### src/design/acots_pkg.sv
// shared constants, types and the offset arithmetic of the offset and trigger stamping stage
package acots_pkg;

  // ==========================================================================
  // register addresses on the configuration port
  localparam logic [7:0] ADDR_ACCEL_X_OFFSET = 8'h00;
  localparam logic [7:0] ADDR_ACCEL_Y_OFFSET = 8'h01;
  localparam logic [7:0] ADDR_ACCEL_Z_OFFSET = 8'h02;
  localparam logic [7:0] ADDR_CONTROL_NINE   = 8'h03;
  localparam logic [7:0] ADDR_CONTROL_FOUR   = 8'h04;
  localparam logic [7:0] ADDR_TRIGGER_CFG    = 8'h05;
  localparam logic [7:0] ADDR_TRIGGER_STATUS = 8'h06;

  // ==========================================================================
  // field positions
  localparam int BIT_OFFSET_APPLY_ENABLE    = 0;
  localparam int BIT_OFFSET_WEIGHT_SELECT   = 1;
  localparam int BIT_TRIGGER_INPUT_POLARITY = 0;
  localparam int BIT_FIRST_LEVEL_ENABLE     = 0;
  localparam int BIT_SECOND_LEVEL_ENABLE    = 1;
  localparam int BIT_TRIGGER_ACCEL_EXTEND   = 2;
  localparam int BIT_STAMP_SENSOR_SELECT    = 3;
  localparam int BIT_STAMP_AXIS_X           = 4;
  localparam int BIT_STAMP_AXIS_Y           = 5;
  localparam int BIT_STAMP_AXIS_Z           = 6;

  // ==========================================================================
  // reset values
  localparam logic [7:0] RST_OFFSET      = 8'h00;
  localparam logic [7:0] RST_CONTROL     = 8'h00;
  localparam logic [7:0] RST_TRIGGER_CFG = 8'h70;
  localparam logic [7:0] RST_READ_DATA   = 8'h00;

  // ==========================================================================
  // offset scaling: shift of one offset step in output lsbs at the 4 g range
  localparam logic [2:0] SHIFT_FINE   = 3'h3;
  localparam logic [2:0] SHIFT_COARSE = 3'h7;

  typedef enum logic [1:0] {MODE_OFF, MODE_LEVEL, MODE_LATCH} acots_mode_type;

  typedef struct packed {
    logic signed [15:0] z;
    logic signed [15:0] y;
    logic signed [15:0] x;
  } acots_axes_type;

  // ==========================================================================
  // one axis: raw minus scaled signed offset, saturated to 16 bits
  function automatic logic signed [15:0] corr_axis(input logic signed [15:0] raw,
                                                   input logic [7:0] ofs,
                                                   input logic weight,
                                                   input logic [1:0] fs);
    logic [2:0]         sh;
    logic signed [17:0] ofs_w;
    logic signed [17:0] diff;
    sh    = (weight ? SHIFT_COARSE : SHIFT_FINE) - {1'b0, fs};
    ofs_w = $signed({{10{ofs[7]}}, ofs}) <<< sh;
    diff  = $signed({{2{raw[15]}}, raw}) - ofs_w;
    if (diff > 18'sd32767)
      corr_axis = 16'sh7fff;
    else if (diff < -18'sd32768)
      corr_axis = 16'sh8000;
    else
      corr_axis = diff[15:0];
  endfunction : corr_axis

endpackage : acots_pkg

### src/design/acots_offset_sub.sv
// per-axis offset subtraction of accelerometer samples
`timescale 1ns/1ps
module acots_offset_sub (
  input  acots_pkg::acots_axes_type raw,
  input  wire logic [7:0]           ofs_x,
  input  wire logic [7:0]           ofs_y,
  input  wire logic [7:0]           ofs_z,
  input  wire logic                 enable,
  input  wire logic                 weight,
  input  wire logic [1:0]           fs,
  output acots_pkg::acots_axes_type corrected
);

  // ==========================================================================
  // step weight is fixed in g, so the shift shrinks as the range widens
  always_comb
  begin
    corrected = raw;
    if (enable)
    begin
      corrected.x = acots_pkg::corr_axis(raw.x, ofs_x, weight, fs);
      corrected.y = acots_pkg::corr_axis(raw.y, ofs_y, weight, fs);
      corrected.z = acots_pkg::corr_axis(raw.z, ofs_z, weight, fs);
    end
  end

endmodule : acots_offset_sub

### src/design/acots_trigger.sv
// data-enable trigger input: synchroniser, polarity and latched pulse capture
`timescale 1ns/1ps
module acots_trigger (
  input  wire logic clk,
  input  wire logic rst,
  input  wire logic pin_in,
  input  wire logic polarity,
  input  wire logic latched,
  input  wire logic consume,
  output logic      active,
  output logic      pending,
  output logic      stamp_bit
);

  logic sync1_reg;
  logic sync2_reg;
  logic active_d_reg;
  logic pend_reg;
  logic rise;

  // ==========================================================================
  // synchroniser
  always_ff @(posedge clk or posedge rst)
  begin
    if (rst)
    begin
      // idle level of the default active-low trigger, so no false edge follows reset
      sync1_reg <= 1'b1;
      sync2_reg <= 1'b1;
    end
    else
    begin
      sync1_reg <= pin_in;
      sync2_reg <= sync1_reg;
    end
  end

  assign active = (sync2_reg == polarity);
  assign rise   = active & ~active_d_reg;

  // ==========================================================================
  // pulse capture; a pulse seen in the consuming cycle is stamped at once
  always_ff @(posedge clk or posedge rst)
  begin
    if (rst)
    begin
      active_d_reg <= 1'b0;
      pend_reg     <= 1'b0;
    end
    else
    begin
      active_d_reg <= active;
      if (consume || !latched)
        pend_reg <= 1'b0;
      else if (rise)
        pend_reg <= 1'b1;
    end
  end

  assign pending   = pend_reg;
  assign stamp_bit = latched ? (pend_reg | rise) : active;

  property p_polarity;
    @(posedge clk) disable iff (rst)
      (!$past(rst) && !$past(rst, 2)) |-> active == ($past(pin_in, 2) == polarity);
  endproperty
  a_polarity: assert property (p_polarity) else $error("trigger polarity wrong");

endmodule : acots_trigger

### src/design/acots_stage.sv
// accelerometer offset correction and data-enable stamping stage, top level
`timescale 1ns/1ps
module acots_stage (
  input  wire logic                 SYS_CLK,
  input  wire logic                 RST,
  input  wire logic                 REG_WR_EN,
  input  wire logic                 REG_RD_EN,
  input  wire logic [7:0]           REG_ADDR,
  input  wire logic [7:0]           REG_WR_DATA,
  output logic [7:0]                REG_RD_DATA,
  input  wire logic [1:0]           ACCEL_FS,
  input  wire logic                 FIFO_ENABLE,
  input  acots_pkg::acots_axes_type ACCEL_IN,
  input  wire logic                 ACCEL_IN_VALID,
  input  acots_pkg::acots_axes_type GYRO_IN,
  input  wire logic                 GYRO_IN_VALID,
  output acots_pkg::acots_axes_type ACCEL_OUT,
  output logic                      ACCEL_NEW,
  output logic                      FIFO_ACCEL_PUSH,
  output acots_pkg::acots_axes_type GYRO_OUT,
  output logic                      GYRO_NEW,
  output logic                      FIFO_GYRO_PUSH,
  input  wire logic                 SECOND_INTERRUPT_PIN_SOURCE,
  input  wire logic                 SECOND_INTERRUPT_PIN_IN,
  output logic                      SECOND_INTERRUPT_PIN_OUT,
  output logic                      SECOND_INTERRUPT_PIN_OE
);

  logic [7:0]                ofs_x_reg;
  logic [7:0]                ofs_y_reg;
  logic [7:0]                ofs_z_reg;
  logic [7:0]                ctrl_nine_reg;
  logic [7:0]                ctrl_four_reg;
  logic [7:0]                trig_cfg_reg;
  logic [7:0]                rd_next;
  acots_pkg::acots_mode_type mode;
  acots_pkg::acots_axes_type accel_corr;
  acots_pkg::acots_axes_type accel_next;
  acots_pkg::acots_axes_type gyro_next;
  logic                      stamp_accel;
  logic                      stamp_gyro;
  logic                      trig_active;
  logic                      trig_pending;
  logic                      stamp_bit;
  logic                      consume;
  logic [2:0]                axis_sel;

  // ==========================================================================
  // register writes
  always_ff @(posedge SYS_CLK or posedge RST)
  begin
    if (RST)
    begin
      ofs_x_reg     <= acots_pkg::RST_OFFSET;
      ofs_y_reg     <= acots_pkg::RST_OFFSET;
      ofs_z_reg     <= acots_pkg::RST_OFFSET;
      ctrl_nine_reg <= acots_pkg::RST_CONTROL;
      ctrl_four_reg <= acots_pkg::RST_CONTROL;
      trig_cfg_reg  <= acots_pkg::RST_TRIGGER_CFG;
    end
    else if (REG_WR_EN)
    begin
      case (REG_ADDR)
        acots_pkg::ADDR_ACCEL_X_OFFSET: ofs_x_reg     <= REG_WR_DATA;
        acots_pkg::ADDR_ACCEL_Y_OFFSET: ofs_y_reg     <= REG_WR_DATA;
        acots_pkg::ADDR_ACCEL_Z_OFFSET: ofs_z_reg     <= REG_WR_DATA;
        acots_pkg::ADDR_CONTROL_NINE:   ctrl_nine_reg <= REG_WR_DATA;
        acots_pkg::ADDR_CONTROL_FOUR:   ctrl_four_reg <= REG_WR_DATA;
        acots_pkg::ADDR_TRIGGER_CFG:    trig_cfg_reg  <= REG_WR_DATA;
        default:                        ;
      endcase
    end
  end

  // ==========================================================================
  // register reads, one cycle after the strobe
  always_comb
  begin
    case (REG_ADDR)
      acots_pkg::ADDR_ACCEL_X_OFFSET: rd_next = ofs_x_reg;
      acots_pkg::ADDR_ACCEL_Y_OFFSET: rd_next = ofs_y_reg;
      acots_pkg::ADDR_ACCEL_Z_OFFSET: rd_next = ofs_z_reg;
      acots_pkg::ADDR_CONTROL_NINE:   rd_next = ctrl_nine_reg;
      acots_pkg::ADDR_CONTROL_FOUR:   rd_next = ctrl_four_reg;
      acots_pkg::ADDR_TRIGGER_CFG:    rd_next = trig_cfg_reg;
      acots_pkg::ADDR_TRIGGER_STATUS: rd_next = {6'h00, trig_pending, trig_active};
      default:                        rd_next = acots_pkg::RST_READ_DATA;
    endcase
  end

  always_ff @(posedge SYS_CLK or posedge RST)
  begin
    if (RST)
      REG_RD_DATA <= acots_pkg::RST_READ_DATA;
    else if (REG_RD_EN)
      REG_RD_DATA <= rd_next;
  end

  // ==========================================================================
  // mode decode; second enable alone is not a documented mode and stays off
  always_comb
  begin
    case (trig_cfg_reg[acots_pkg::BIT_SECOND_LEVEL_ENABLE:acots_pkg::BIT_FIRST_LEVEL_ENABLE])
      2'h1:    mode = acots_pkg::MODE_LEVEL;
      2'h3:    mode = acots_pkg::MODE_LATCH;
      default: mode = acots_pkg::MODE_OFF;
    endcase
  end

  assign axis_sel    = trig_cfg_reg[acots_pkg::BIT_STAMP_AXIS_Z:acots_pkg::BIT_STAMP_AXIS_X];
  // accel needs both the extension and the sensor select
  assign stamp_accel = (mode != acots_pkg::MODE_OFF)
                       && trig_cfg_reg[acots_pkg::BIT_STAMP_SENSOR_SELECT]
                       && trig_cfg_reg[acots_pkg::BIT_TRIGGER_ACCEL_EXTEND];
  assign stamp_gyro  = (mode != acots_pkg::MODE_OFF)
                       && !trig_cfg_reg[acots_pkg::BIT_STAMP_SENSOR_SELECT];
  // a latched stamp is spent by the sample of the stamped sensor only
  assign consume     = (stamp_accel && ACCEL_IN_VALID) || (stamp_gyro && GYRO_IN_VALID);

  acots_trigger u_trigger (
    .clk       (SYS_CLK),
    .rst       (RST),
    .pin_in    (SECOND_INTERRUPT_PIN_IN),
    .polarity  (ctrl_four_reg[acots_pkg::BIT_TRIGGER_INPUT_POLARITY]),
    .latched   (mode == acots_pkg::MODE_LATCH),
    .consume   (consume),
    .active    (trig_active),
    .pending   (trig_pending),
    .stamp_bit (stamp_bit)
  );

  acots_offset_sub u_offset (
    .raw       (ACCEL_IN),
    .ofs_x     (ofs_x_reg),
    .ofs_y     (ofs_y_reg),
    .ofs_z     (ofs_z_reg),
    .enable    (ctrl_nine_reg[acots_pkg::BIT_OFFSET_APPLY_ENABLE]),
    .weight    (ctrl_nine_reg[acots_pkg::BIT_OFFSET_WEIGHT_SELECT]),
    .fs        (ACCEL_FS),
    .corrected (accel_corr)
  );

  // ==========================================================================
  // lsb stamping on the selected axes
  function automatic acots_pkg::acots_axes_type stamp(input acots_pkg::acots_axes_type v,
                                                      input logic on,
                                                      input logic [2:0] sel,
                                                      input logic b);
    stamp = v;
    if (on && sel[0])
      stamp.x[0] = b;
    if (on && sel[1])
      stamp.y[0] = b;
    if (on && sel[2])
      stamp.z[0] = b;
  endfunction : stamp

  assign accel_next = stamp(accel_corr, stamp_accel, axis_sel, stamp_bit);
  assign gyro_next  = stamp(GYRO_IN, stamp_gyro, axis_sel, stamp_bit);

  // ==========================================================================
  // output data registers and fifo push
  always_ff @(posedge SYS_CLK or posedge RST)
  begin
    if (RST)
    begin
      ACCEL_OUT       <= '0;
      ACCEL_NEW       <= 1'b0;
      FIFO_ACCEL_PUSH <= 1'b0;
    end
    else
    begin
      ACCEL_NEW       <= ACCEL_IN_VALID;
      FIFO_ACCEL_PUSH <= ACCEL_IN_VALID && FIFO_ENABLE;
      if (ACCEL_IN_VALID)
        ACCEL_OUT <= accel_next;
    end
  end

  always_ff @(posedge SYS_CLK or posedge RST)
  begin
    if (RST)
    begin
      GYRO_OUT       <= '0;
      GYRO_NEW       <= 1'b0;
      FIFO_GYRO_PUSH <= 1'b0;
    end
    else
    begin
      GYRO_NEW       <= GYRO_IN_VALID;
      FIFO_GYRO_PUSH <= GYRO_IN_VALID && FIFO_ENABLE;
      if (GYRO_IN_VALID)
        GYRO_OUT <= gyro_next;
    end
  end

  // ==========================================================================
  // second interrupt pin: released to the trigger source in either mode
  always_ff @(posedge SYS_CLK or posedge RST)
  begin
    if (RST)
    begin
      SECOND_INTERRUPT_PIN_OUT <= 1'b0;
      SECOND_INTERRUPT_PIN_OE  <= 1'b1;
    end
    else
    begin
      SECOND_INTERRUPT_PIN_OUT <= SECOND_INTERRUPT_PIN_SOURCE;
      SECOND_INTERRUPT_PIN_OE  <= (mode == acots_pkg::MODE_OFF);
    end
  end

  // ==========================================================================
  // checks
  property p_offset_on;
    @(posedge SYS_CLK) disable iff (RST)
      (ACCEL_IN_VALID && ctrl_nine_reg[acots_pkg::BIT_OFFSET_APPLY_ENABLE] && !stamp_accel)
      |=> ACCEL_OUT.x == acots_pkg::corr_axis($past(ACCEL_IN.x), $past(ofs_x_reg),
                                              $past(ctrl_nine_reg[1]), $past(ACCEL_FS));
  endproperty
  a_offset_on: assert property (p_offset_on) else $error("offset not applied");

  property p_offset_signed;
    @(posedge SYS_CLK) disable iff (RST)
      (ACCEL_IN_VALID && ctrl_nine_reg[1:0] == 2'h1 && ofs_y_reg == 8'hff
       && ACCEL_FS == 2'h0 && !stamp_accel && ACCEL_IN.y < 16'sh7f00)
      |=> ACCEL_OUT.y == $past(ACCEL_IN.y) + 16'sh0008;
  endproperty
  a_offset_signed: assert property (p_offset_signed) else $error("offset not signed");

  property p_offset_weight;
    @(posedge SYS_CLK) disable iff (RST)
      (ACCEL_IN_VALID && ctrl_nine_reg[1:0] == 2'h3 && ofs_x_reg == 8'h01
       && ACCEL_FS == 2'h3 && !stamp_accel && ACCEL_IN.x > -16'sh7f00)
      |=> ACCEL_OUT.x == $past(ACCEL_IN.x) - 16'sh0010;
  endproperty
  a_offset_weight: assert property (p_offset_weight) else $error("offset weight wrong");

  property p_pin_input;
    @(posedge SYS_CLK) disable iff (RST)
      trig_cfg_reg[acots_pkg::BIT_FIRST_LEVEL_ENABLE] |=> !SECOND_INTERRUPT_PIN_OE;
  endproperty
  a_pin_input: assert property (p_pin_input) else $error("pin not released");

  property p_accel_no_ext;
    @(posedge SYS_CLK) disable iff (RST)
      (ACCEL_IN_VALID && !trig_cfg_reg[acots_pkg::BIT_TRIGGER_ACCEL_EXTEND]
       && !ctrl_nine_reg[acots_pkg::BIT_OFFSET_APPLY_ENABLE])
      |=> ACCEL_OUT == $past(ACCEL_IN);
  endproperty
  a_accel_no_ext: assert property (p_accel_no_ext) else $error("accel stamped");

  property p_level;
    @(posedge SYS_CLK) disable iff (RST)
      (GYRO_IN_VALID && mode == acots_pkg::MODE_LEVEL && stamp_gyro && axis_sel[0])
      |=> GYRO_OUT.x[0] == $past(trig_active) && GYRO_OUT.x[15:1] == $past(GYRO_IN.x[15:1]);
  endproperty
  a_level: assert property (p_level) else $error("level stamp wrong");

  property p_latch_idle;
    @(posedge SYS_CLK) disable iff (RST)
      (GYRO_IN_VALID && mode == acots_pkg::MODE_LATCH && stamp_gyro && axis_sel[1]
       && !trig_pending && !(trig_active && !$past(trig_active)))
      |=> GYRO_OUT.y[0] == 1'b0;
  endproperty
  a_latch_idle: assert property (p_latch_idle) else $error("latched lsb not 0");

  property p_latch_once;
    @(posedge SYS_CLK) disable iff (RST)
      (GYRO_IN_VALID && mode == acots_pkg::MODE_LATCH && stamp_gyro && trig_pending)
      |=> !trig_pending && GYRO_OUT.z[0] == $past(axis_sel[2] ? 1'b1 : GYRO_IN.z[0]);
  endproperty
  a_latch_once: assert property (p_latch_once) else $error("latched pulse lost");

  property p_unselected;
    @(posedge SYS_CLK) disable iff (RST)
      (GYRO_IN_VALID && !axis_sel[1]) |=> GYRO_OUT.y == $past(GYRO_IN.y);
  endproperty
  a_unselected: assert property (p_unselected) else $error("unselected axis changed");

  property p_reset_sel;
    @(posedge SYS_CLK)
      ($past(RST) && !RST) |-> trig_cfg_reg[6:3] == 4'he && ctrl_four_reg[0] == 1'b0;
  endproperty
  a_reset_sel: assert property (p_reset_sel) else $error("reset selection wrong");

  property p_off_pin;
    @(posedge SYS_CLK) disable iff (RST)
      (mode == acots_pkg::MODE_OFF)
      |=> SECOND_INTERRUPT_PIN_OE
          && SECOND_INTERRUPT_PIN_OUT == $past(SECOND_INTERRUPT_PIN_SOURCE);
  endproperty
  a_off_pin: assert property (p_off_pin) else $error("pin not an output");

endmodule : acots_stage

### config.mk
export PLATFORM = sky130hd
export DESIGN_NAME = acots_stage
export DESIGN_NICKNAME = d
export VERILOG_FILES = /design/src/design/acots_pkg.sv /design/src/design/acots_offset_sub.sv /design/src/design/acots_trigger.sv /design/src/design/acots_stage.sv
export SDC_FILE = /design/constraint.sdc
export NUM_CORES = 1
export LEC_CHECK = 0
export ABC_AREA = 1
export BUFFER_PORTS_ARGS = -buffer_cell sky130_fd_sc_hd__buf_2
export CAP_MARGIN = 20
export CORE_MARGIN = 2
export CORE_UTILIZATION = 35
export CTS_CLUSTER_DIAMETER = 200
export DETAILED_ROUTE_END_ITERATION = 12
export GPL_TIMING_DRIVEN = 0
export MAX_ROUTING_LAYER = met4
export PLACE_DENSITY = 0.53
export SLEW_MARGIN = 20
export SYNTH_ARGS = -nofsm -noshare
export SYNTH_HDL_FRONTEND = slang
export SYNTH_HIERARCHICAL = 1
export SYNTH_SLANG_ARGS = --single-unit
### constraint.sdc
create_clock -name SYS_CLK -period 6.4 [get_ports SYS_CLK]
set_clock_uncertainty 0.05 [all_clocks]
set_input_delay 0.96 -clock SYS_CLK [delete_from_list [all_inputs] [get_ports SYS_CLK]]
set_output_delay 0.96 -clock SYS_CLK [all_outputs]
set_load 0.02 [all_outputs]
Word level (Yosys, flattened, before mapping):

Cells that the tools add are included.

* input bits: 123
* register bits: 162

* bitwise logic cells: 3
* eq/ne operators: 10
* muxes and demuxes: 19
* $add $sub $neg: 4
* shift-type cells: 3
* reductions and logical operators: 27
* magnitude comparators: 6

Operator list (count)
* 2-to-1 mux 16 bit: 6
* one-hot mux 8 bit (7 select lines): 1
* greater-than comparator 18 x 16 -> 1 bit, second input constant: 3
* less-than comparator 18 x 16 -> 1 bit, second input constant: 3
* <<< shifter 8 x 3 -> 18 bit: 3
* subtractor 16 x 18 -> 18 bit: 3
* 2-to-1 mux 48 bit: 1
* == test 8 x 3 -> 1 bit, second input constant: 3
* == test 8 x 2 -> 1 bit, second input constant: 2
* logical AND 1 bit: 13
* AND reduction 2 bit: 6
* 2-to-1 mux 1 bit: 9
* == test 8 x 1 -> 1 bit, second input constant: 1
* logical NOT 8 bit: 1
* == test 2 bit, second input constant: 2
* one-hot mux 2 bit (2 select lines): 1
* nonzero test 2 bit: 2
* 2-to-1 mux 3 bit: 1
* subtractor 3 x 2 -> 3 bit: 1
* == test 2 x 1 -> 1 bit, second input constant: 1
* logical NOT 1 bit: 2
* logical NOT 2 bit: 1
* logical OR 1 bit: 2
* bitwise AND 1 bit: 1
* other kinds (3): 3

Depth between registers and ports, before layout:

Gate-level depths: netlist of run 1.

* depth after elaboration: 9
* mapped depth: 27
* mapped depth without buffers: 25

Hierarchy:

Netlist of run 1, hierarchy kept.

Modules (own cells, without submodules)
* acots_stage: area each 6511.2 sq um, times used 1, cells each 768, sequential area each 3958.8 sq um
* acots_offset_sub: area each 4972.3 sq um, times used 1, cells each 986, sequential area each 0.0 sq um
* acots_trigger: area each 181.4 sq um, times used 1, cells each 20, sequential area each 102.6 sq um

Least setup slack after synthesis of run 1:

Ideal clock, no wire load.

* kind: input port to flip-flop
* start: in ACCEL_FS[1]
* end: reg ACCEL_OUT[32] (netlist name)
* arrival time: 3433 ps
* path buffers: 3
* data required time: 6227 ps
* stages: 22
* slack: 2794 ps
* library setup time: 123 ps
* path through: clkbuf_1 > clkbuf_1 > nand3_1 > nor2_1 > ha_1 > inv_1 > fa_1 > nand2_1 > nand2_1 > nand3_1 > nand2_2 > nand2_2 > nand2_2 > nand2_2 > nand4_1 > nand2_4 > buf_6 > nand2_1 > nand2_1 > nand2_1 > o21ai_0 > nand2_1

RTL lines
* start, declared: RTL line acots_stage.sv:11 `input wire logic [1:0] ACCEL_FS,`
* end signal, assigned: RTL line acots_stage.sv:176 `ACCEL_OUT <= accel_next;`
* end, declared: RTL line acots_stage.sv:17 `output acots_pkg::acots_axes_type ACCEL_OUT,`

==> results.md, run 1 <==
- The initial utilization of the core area, before any placement, comes to 35.7%.
- After synthesis, the largest area contributor takes up 33.5% of total cell area.
- Static timing analysis puts the maximum clock frequency at 0.239 GHz.
- The setup fix buffers added after clock tree synthesis is 0.
- The number of antenna violations at the first check in global routing is 3.
- The first-pass iteration count of the detailed router is 5.
- By startpoint and endpoint, the worst setup path is classified as in2reg.
- The data arrival time of the critical path is 4.47 ns.
- Across the VDD grid, the largest voltage drop is 0.186 mV.
- The violation count after the first detailed-route iteration is 667.
- The number of sinks handled by clock tree synthesis is 162.
- The share of synthesized flip-flops with an asynchronous set or reset is 100%.
- The quantity of I/O buffers inserted on ports is 230.
- Among the stages of the critical path, the cell type that occurs most often is nand2_1.
- Entering global routing, the biggest net connects 97 pins.
- The maximum buffer depth of the clock tree is 2.
- The wire length of the first global-routing pass is 59.4 mm.
- In the final layout, the multi-input gates occupy 0.00662 mm².
- After detailed routing, the total wire length is 37.2 mm.
- The number of placed cells counting well taps is 2447.
- The worst hold path class is reg2reg.
- The detailed-route vias per instance is 4.65.
- STA classifies the critical path endpoint as a flip-flop.
- When the netlist entered floorplanning its net count stood at 1950.
- Headroom to the max-slew limit came out at 56.8%.
- The number of clock buffers added by TritonCTS is 17.
- Setup repair after global routing left no endpoint under its margin.
- The cell area after technology mapping is 0.0117 mm².
- In this run the static leakage power is 7.74 nW.
- In this run the remaining antenna-violating nets after routing total 0.
- Once layout is complete, the cells apart from fillers number 2482.
- Hold repair after CTS inserted 0 buffers.
- The H-tree was split into 4 levels.
- In the global route stage, overall resource usage came out at 22.1%.
- The via count of the first global-routing pass is 11000.
- For the final routed database, the setup TNS stands at 0 ns.
- Compared with the post-synthesis result, the final layout area differs by 20.0%.
- In the final layout, the share of cells above drive strength 1 is 19.6%.
- The post-placement worst setup slack is 1.72 ns.
- The chip height is 187 µm.
- The number of core rows is 66.
- Dividing total power by cell area gives a power density of 216 mW/mm².
- The setup slack of the most critical reg-to-reg path is 2.31 ns.
- Setup violations remaining at the end of the flow were counted as 0.
- At the later pin of the worst-skew pair, clock insertion delay measures 0.44 ns.
- The sequential cell area in the final layout is 0.00406 mm².
- For the pin with the worst max-slew slack, the measured transition is 0.641 ns.
- The average wire length per cell after detail routing is 15.0 µm.
- Dividing the final minimum period by the clock period gives 65.4%.
- The max-cap violation count is 0.
- The cell sitting at the root of the clock tree is a clkbuf_16.
- By area the synthesized netlist is led by dfrtp_1 (33%), nand2_1 (27%), ha_1 (5.4%).
- The wire-length estimate of the detail-placed layout is 29.7 mm.
- Counting flops with a built-in enable in the synthesized netlist gives 0.
- Synthesis handed over a netlist of 1774 instances.
- The final number of hold-violating endpoints is 0.
- In this design, the largest share of critical-path delay is due to simple AND/OR/NAND/NOR gates.
- The via count is 11500.
- The total of fill cells in the finished design is 3619.
- The sort of element at the start of the critical path is a primary input.
- The sequential cell area fraction in the yosys report is 34.8%.
- The mean instance size in the synthesized netlist is 6.58 µm².
- The flow ran to the end, and the final reports show no timing, DRC or antenna violations.
- The die width is 187 µm.
- Pin placement for this block handled 233 I/O pins.
- The largest single stage delay on the critical path is 0.41 ns.
- The buffers plus inverters on the worst setup path is 5.
- At the end of the flow, the number of nets in the layout was 2200.
- The core footprint is 0.0327 mm².
- Data on the critical path is required at its endpoint by 6.68 ns.
- After clock tree synthesis, the repair step resized 0 gates.
- The distinct cell type count after synthesis is 42.
- The floorplan step defined a die boundary enclosing 0.0348 mm².
- Among all stages on the critical path, the largest delay is contributed by fa_1.
- In the final layout, the registers with the most flip-flops are ACCEL_OUT x48, GYRO_OUT x48.
- The final critical delay including setup and external delays is 4.19 ns.
- The register clock-pin slew on the reported worst setup and hold paths is 0.07 ns.
- The CTS tree is yes.
- The signal on the critical path passes through buf_2, clkbuf_1, clkbuf_1, nand3_1, nor2_1, ha_1, inv_1, fa_1, nand2_1, nand2_1, nand3_1, nand2_2, nand2_2, nand2_2, nand2_2, nand4_1, nand2_4, buf_6, nand2_1, nand2_1, nand2_1, o21ai_0, nand2_1.
- The final weighted congestion in routability-driven placement is 0.876.
- In this run the worst path has a maximum fanout of 10.
- The Yosys warning count is 6.
- Of all cell types, the one taking the most synthesized area is dfrtp_1.
- Global routing finished with a remaining overflow of 0.
- The total of flip-flops plus latches after synthesis is 162.
- The worst setup margin is 2.21 ns.
- The number of remaining DRC errors is 0.
- The most used flip-flop cell after synthesis is dfrtp_1.
- The count of final max-slew check failures is 0.
report_power, final:
group	switching (mW)	internal, mW
logic	0.543	0.281
clock network	0.466	0.593
registers	0.0448	1.10
metrics by stage:
| stage | utilization (%) | instance area [µm²] | total power, mW | hold WS [ns] |
|---|---|---|---|---|
| 3_3_place_gp | 40.9 | 13400 | 1.98 | 0.296 |
| 3_5_place_dp | 41.0 | 13400 | 1.99 | 0.305 |
| 5_1_grt | 42.8 | 14000 | 3.20 | 0.316 |
| 6_report | 42.8 | 14000 | 3.02 | 0.313 |
| 4_1_cts | 42.8 | 14000 | 3.06 | 0.316 |
| 2_1_floorplan | - | 11700 | 1.72 | 0.295 |
metal layers:
layer | global-route usage (%) | part of all wire (%)
met5 | - | 0
met4 | 4.73 | 1.5
met3 | 3.78 | 4.4
met2 | 35.2 | 46
met1 | 29.5 | 48
cells in the final DEF, fill, tap and decap left out, types with 3 or more instances in the layout:
| cell type | netlist | final |
|---|---|---|
| a21oi_1 | 57 | 57 |
| nand4_1 | 3 | 3 |
| diode_2 | 0 | 3 |
| clkbuf_16 | 0 | 17 |
| nor4_1 | 5 | 5 |
| nor3_2 | 3 | 3 |
| dfrtp_1 | 156 | 156 |
| inv_1 | 143 | 142 |
| buf_2 | 9 | 239 |
| o21bai_1 | 12 | 12 |
| nor2_1 | 78 | 78 |
| dfstp_2 | 6 | 6 |
| clkinv_1 | 3 | 3 |
| buf_4 | 3 | 3 |
| buf_6 | 7 | 7 |
| nand3_1 | 69 | 69 |
| inv_8 | 0 | 3 |
| xnor2_1 | 9 | 9 |
| buf_12 | 3 | 3 |
| ha_1 | 50 | 50 |
| fa_1 | 3 | 3 |
| nand2_4 | 7 | 7 |
| nand2_1 | 846 | 846 |
| clkinv_2 | 0 | 3 |
| mux2i_1 | 6 | 6 |
| inv_2 | 18 | 18 |
| inv_6 | 1 | 4 |
| buf_1 | 3 | 3 |
| xor2_1 | 22 | 22 |
| nor2_2 | 4 | 4 |
| clkbuf_1 | 37 | 38 |
| nand3_2 | 10 | 10 |
| nand2_2 | 59 | 59 |
| o21ai_0 | 64 | 64 |
| nor3_1 | 14 | 14 |
| nor2_4 | 4 | 4 |
| o21ai_1 | 48 | 48 |
worst paths after layout:
check	start	cells past startpoint	to
worst max-delay path	ACCEL_FS[1]	23	ACCEL_OUT[32]$_DFFE_PP0P_
worst min-delay path	u_trigger/sync1_reg$_DFF_PP1_	0	u_trigger/sync2_reg$_DFF_PP1_
worst max register to register	ctrl_nine_reg[1]$_DFFE_PP0P_	21	ACCEL_OUT[32]$_DFFE_PP0P_
worst min register to register	u_trigger/sync1_reg$_DFF_PP1_	0	u_trigger/sync2_reg$_DFF_PP1_
max in group asynchronous	RST	3	ACCEL_OUT[34]$_DFFE_PP0P_
min in group asynchronous	RST	2	u_trigger/pending$_DFFE_PP0P_
synth_stat cells, drive strengths merged, types with 3 or more instances:
| cell type | count |
|---|---|
| dfrtp | 156 |
| dfstp | 6 |
| mux2i | 6 |
| clkinv | 3 |
| xnor2 | 9 |
| nand3 | 79 |
| fa | 3 |
| o21bai | 12 |
| nand2 | 912 |
| inv | 162 |
| nor2 | 86 |
| clkbuf | 37 |
| ha | 50 |
| nand4 | 3 |
| nor3 | 17 |
| nor4 | 5 |
| a21oi | 59 |
| o21ai | 112 |
| buf | 25 |
| xor2 | 22 |
layout make-up:
type	instances	share of cell area, %
Sequential cell	162	29.0
Clock buffer	19	3.16
Inverter	165	4.51
Buffer	62	2.55
Clock inverter	13	1.05
Multi-Input combinational cell	1385	47.3
Antenna cell	3	0.0536
Timing Repair Buffer	231	8.42
Tap cell	442	3.95
worst register-to-register path, delay by kind of cell, from the launching register on:
| kind | cells | cell delay [ns] |
|---|---|---|
| flops | 1 | 0.43 |
| simple gates | 14 | 1.52 |
| compound gates | 1 | 0.21 |
| fa+ha+maj | 1 | 0.49 |
| buf+inv | 5 | 1.28 |
cell families (layout without fill, tap and decap cells):
group / Yosys count / count (layout) / share of synthesized area [%]
AO/OA/AOI/OAI: 187 / 187 / 8.41
XOR/XNOR: 31 / 31 / 2.33
adder cells (fa/ha/maj): 53 / 53 / 5.88
buffers and inverters: 227 / 490 / 8.41
flip-flops: 162 / 162 / 34.8
multiplexers: 6 / 6 / 0.515
other: 0 / 3 / 0
AND/OR/NAND/NOR: 1108 / 1108 / 39.6
(Power assumes the default switching activity.)
==> inputs of run 2 (changes only) <==
--- a/config.mk
+++ b/config.mk
@@ -14,7 +14,7 @@
 export DETAILED_ROUTE_END_ITERATION = 12
 export GPL_TIMING_DRIVEN = 0
 export MAX_ROUTING_LAYER = met4
-export PLACE_DENSITY = 0.53
+export PLACE_DENSITY = 0.55
 export SLEW_MARGIN = 20
 export SYNTH_ARGS = -nofsm -noshare
 export SYNTH_HDL_FRONTEND = slang
==> constraint.sdc (replaced) <==
create_clock -name SYS_CLK -period 3.53 [get_ports SYS_CLK]
set_clock_uncertainty 0.05 [all_clocks]
set_input_delay 0.5295 -clock SYS_CLK [delete_from_list [all_inputs] [get_ports SYS_CLK]]
set_output_delay 0.5295 -clock SYS_CLK [all_outputs]
set_load 0.02 [all_outputs]
==> run 2 against run 1 <==
  * Final cell count is 0.40% higher
  * Critical endpoint unchanged
  * Setup slack worse by 1.9 ns
  * Utilization is 0.69 points higher
  * Die area stayed put
==> results.md, run 2 (synthesis results as in run 1) <==
- The maximum buffer depth of the clock tree came to 2 (unchanged).
- The final weighted congestion in routability-driven placement is 0.920 (was 0.876).
- The detailed-route vias per instance is 4.73 (was 4.65).
- The fraction of layout instances using a drive strength above 1 is 21.5% (was 19.6%).
- Outcome: finished clean (unchanged).
- The chip height is 187 µm (unchanged).
- The area of the die is 0.0348 mm² (unchanged).
- The total of fill cells in the finished design is 3540 (was 3619).
- The residual overflow from global routing is 0 (unchanged).
- The initial standard-cell utilization of the core was 35.7% (unchanged).
- The wire length of the first global-routing pass is 61.2 mm (was 59.4 mm).
- The average wire length per cell after detail routing is 15.3 µm (was 15.0 µm).
- The number of antenna violations at the first check in global routing was 3 (unchanged).
- The data arrival time of the critical path was 3.56 ns (was 4.47 ns).
- Commonest cells after routing, fill and taps aside: nand2_1 (844), buf_2 (240), dfrtp_1 (152) (was nand2_1 (846), buf_2 (239), dfrtp_1 (156)).
- The global-route usage over all layers is 22.9% (was 22.1%).
- The quantity of I/O buffers inserted on ports came to 230 (unchanged).
- The worst hold slack is 0.117 ns (was 0.313 ns).
- The core footprint came to 0.0327 mm² (unchanged).
- The beginning of the worst register-to-register path was ctrl_nine_reg[1]$_DFFE_PP0P_ (unchanged).
- Critical path, cell by cell: buf_2, clkinv_1, clkbuf_2, a21oi_1, nand2_1, fa_2, nand2_1, nand2_1, nand3_1, nand2_2, nand2_2, nand2_2, nand2_2, nand4_1, nand2_4, buf_6, nand2_1, nand2_1, nand2_2, o21ai_0, nand2_1 (was buf_2, clkbuf_1, clkbuf_1, nand3_1, nor2_1, ha_1, inv_1, fa_1, nand2_1, nand2_1, nand3_1, nand2_2, nand2_2, nand2_2, nand2_2, nand4_1, nand2_4, buf_6, nand2_1, nand2_1, nand2_1, o21ai_0, nand2_1).
- The relative max-transition margin was 46.5% (was 56.8%).
- The number of remaining DRC errors is 0 (unchanged).
- The largest fanout of any net on the critical path is 10 (unchanged).
- The CTS tree is yes (unchanged).
- The cell family with the largest share of critical-path delay is simple AND/OR/NAND/NOR gates (unchanged).
- The cell area after layout was 0.0142 mm² (was 0.0140 mm²).
- The cell with the largest stage delay on the worst path is fa_2 (was fa_1).
- The setup slack of the most critical reg-to-reg path is 0.27 ns (was 2.31 ns).
- The beginning of the worst hold path is SECOND_INTERRUPT_PIN_IN (was u_trigger/sync1_reg$_DFF_PP1_).
- The timing startpoint of the critical path was ACCEL_FS[1] (unchanged).
- The max-cap violation count is 0 (unchanged).
- The clock root buffer master was clkbuf_16 (unchanged).
- The final critical-path share of the clock period is 92.4%.
- The number of placed cells counting well taps is 2451 (was 2447).
- The last element of the critical path was ACCEL_OUT[32]$_DFFE_PP0P_ (unchanged).
- The cell leakage power came to 7.85 nW (was 7.74 nW).
- The filler-free cell count of the finished design came to 2492 (was 2482).
- The area growth from synthesis to layout is 22.0% (was 20.0%).
- The via count of the first global-routing pass is 11400 (was 11000).
- The HPWL reported at the end of detailed placement is 30.4 mm (was 29.7 mm).
- The timing-limited maximum frequency is 0.306 GHz.
- The total area of multi-input combinational cells is 0.00666 mm² (was 0.00662 mm²).
- The critical register-to-register path endpoint is ACCEL_OUT[32]$_DFFE_PP0P_ (unchanged).
- The critical setup path kind is in2reg (unchanged).
- The placement-stage cell area came to 0.0135 mm² (was 0.0134 mm²).
- The register clock-pin slew on the reported worst setup and hold paths is 0.07 ns (about the same).
- The number of cell instances on the worst register-to-register path is 20 (was 21).
- The final total negative setup slack was 0 ns (unchanged).
- The transition at the pin with the smallest max-transition slack is 0.803 ns (was 0.641 ns).
- The power density normalized to cell area is 396 mW/mm² (was 216 mW/mm²).
- The pin count of the biggest net entering global routing is 33 (was 97).
- The die width is 187 µm (unchanged).
- The number of routed nets with antenna violations is 0 (unchanged).
- The number of core rows is 66 (unchanged).
- The first-pass iteration count of the detailed router is 5 (unchanged).
- The number of nets at the end of the flow came to 2210 (was 2200).
- The kind of capture point of the worst setup path is a flip-flop (unchanged).
- The sort of element at the start of the critical path is a primary input (unchanged).
- The worst hold path class is in2reg (was reg2reg).
- The final critical delay including setup and external delays is 3.26 ns.
- The total CTS buffers is 17 (unchanged).
- The top-level port count is 233 (unchanged).
- The final number of hold-violating endpoints is 0 (unchanged).
- The count of final max-slew check failures is 0 (unchanged).
- The violation count after the first detailed-route iteration is 709 (was 667).
- The required time of the worst setup path came to 3.82 ns (was 6.68 ns).
- The via count came to 11800 (was 11500).
- The total setup violations reported at the end of the flow was 0 (unchanged).
- The clock latency on the worst-skew pair is 0.46 ns (was 0.44 ns).
- The worst voltage drop across the vdd grid came to 0.358 mV (was 0.186 mV).
- The buffers plus inverters on the worst setup path is 4 (was 5).
- The routed wire length is 38.2 mm (was 37.2 mm).
- The sequential cell area in the final layout is 0.00407 mm² (was 0.00406 mm²).
- The post-placement worst setup slack came to -0.672 ns (was 1.72 ns).
- The logic depth of the worst setup path including buffers is 21 (was 23).
- The library cell appearing most often on the critical path is nand2_1 (unchanged).
- Unrepaired setup endpoints after global routing: no (unchanged).
- The number of sinks handled by clock tree synthesis is 162 (unchanged).
- The leading cell type in the layout, fill and taps excluded is nand2_1 (unchanged).
- Leading registers by flop count: ACCEL_OUT x48, GYRO_OUT x48 (unchanged).
- The delay of the slowest cell on the worst path is 0.42 ns (was 0.41 ns).
- The number of H-tree levels is 4 (unchanged).
- The worst setup margin came to 0.267 ns (was 2.21 ns).
-- run 2: layer usage --
metal / track usage [%] / share of wire [%] / up-vias
met5: - / 0 / -
met3: 3.89 / 5.2 / 49
met1: 30.0 / 46 / 5380
met4: 7.48 / 2.7 / 0
li1: - / - / 6056
met2: 36.0 / 46 / 305
-- run 2: timing repair --
| action | CTS | global route |
|---|---|---|
| gates resized for setup | 6 | 68 |
| pin swaps | 0 | 7 |
| setup buffers | 0 | 6 |
| setup endpoints to repair | 39 | 34 |
| hold buffers | 1 | 0 |
| endpoints found under the hold margin | 2 | 0 |
-- run 2: area by class of cell --
cell class,instances,share of cell area (%)
Tap cell,442,3.89
Buffer,61,2.70
Sequential cell,162,28.6
Inverter,165,4.41
Multi-Input combinational cell,1385,46.8
Antenna cell,3,0.0528
Clock inverter,12,1.22
Clock buffer,20,3.14
Timing Repair Buffer,242,9.18
-- run 2: per-stage QoR --
stage	util, %	total power [mW]
3_3_place_gp	40.9	3.59
5_1_grt	43.5	5.97
3_5_place_dp	41.2	3.61
6_report	43.5	5.64
2_1_floorplan	-	3.13
4_1_cts	43.1	5.66
-- run 2: how the worst min path moves through the flow --
| stage | cells after the start | end |
|---|---|---|
| 3_5_place_dp | 0 | u_trigger/sync2_reg$_DFF_PP1_ |
| 4_1_cts | 1 | u_trigger/sync1_reg$_DFF_PP1_ |
| 2_1_floorplan | 1 | u_trigger/active_d_reg$_DFF_PP0_ |
| 3_3_place_gp | 0 | u_trigger/sync2_reg$_DFF_PP1_ |
| 6_report | 1 | u_trigger/sync1_reg$_DFF_PP1_ |
| 5_1_grt | 1 | u_trigger/sync1_reg$_DFF_PP1_ |
-- run 2: report_power, final --
| group | leakage [nW] | total, mW | internal [mW] | switching (mW) |
|---|---|---|---|---|
| Combinational | 5.51 | 1.53 | 0.533 | 0.998 |
| Sequential | 2.04 | 2.07 | 1.99 | 0.0863 |
| Clock | 0.295 | 2.04 | 1.15 | 0.886 |
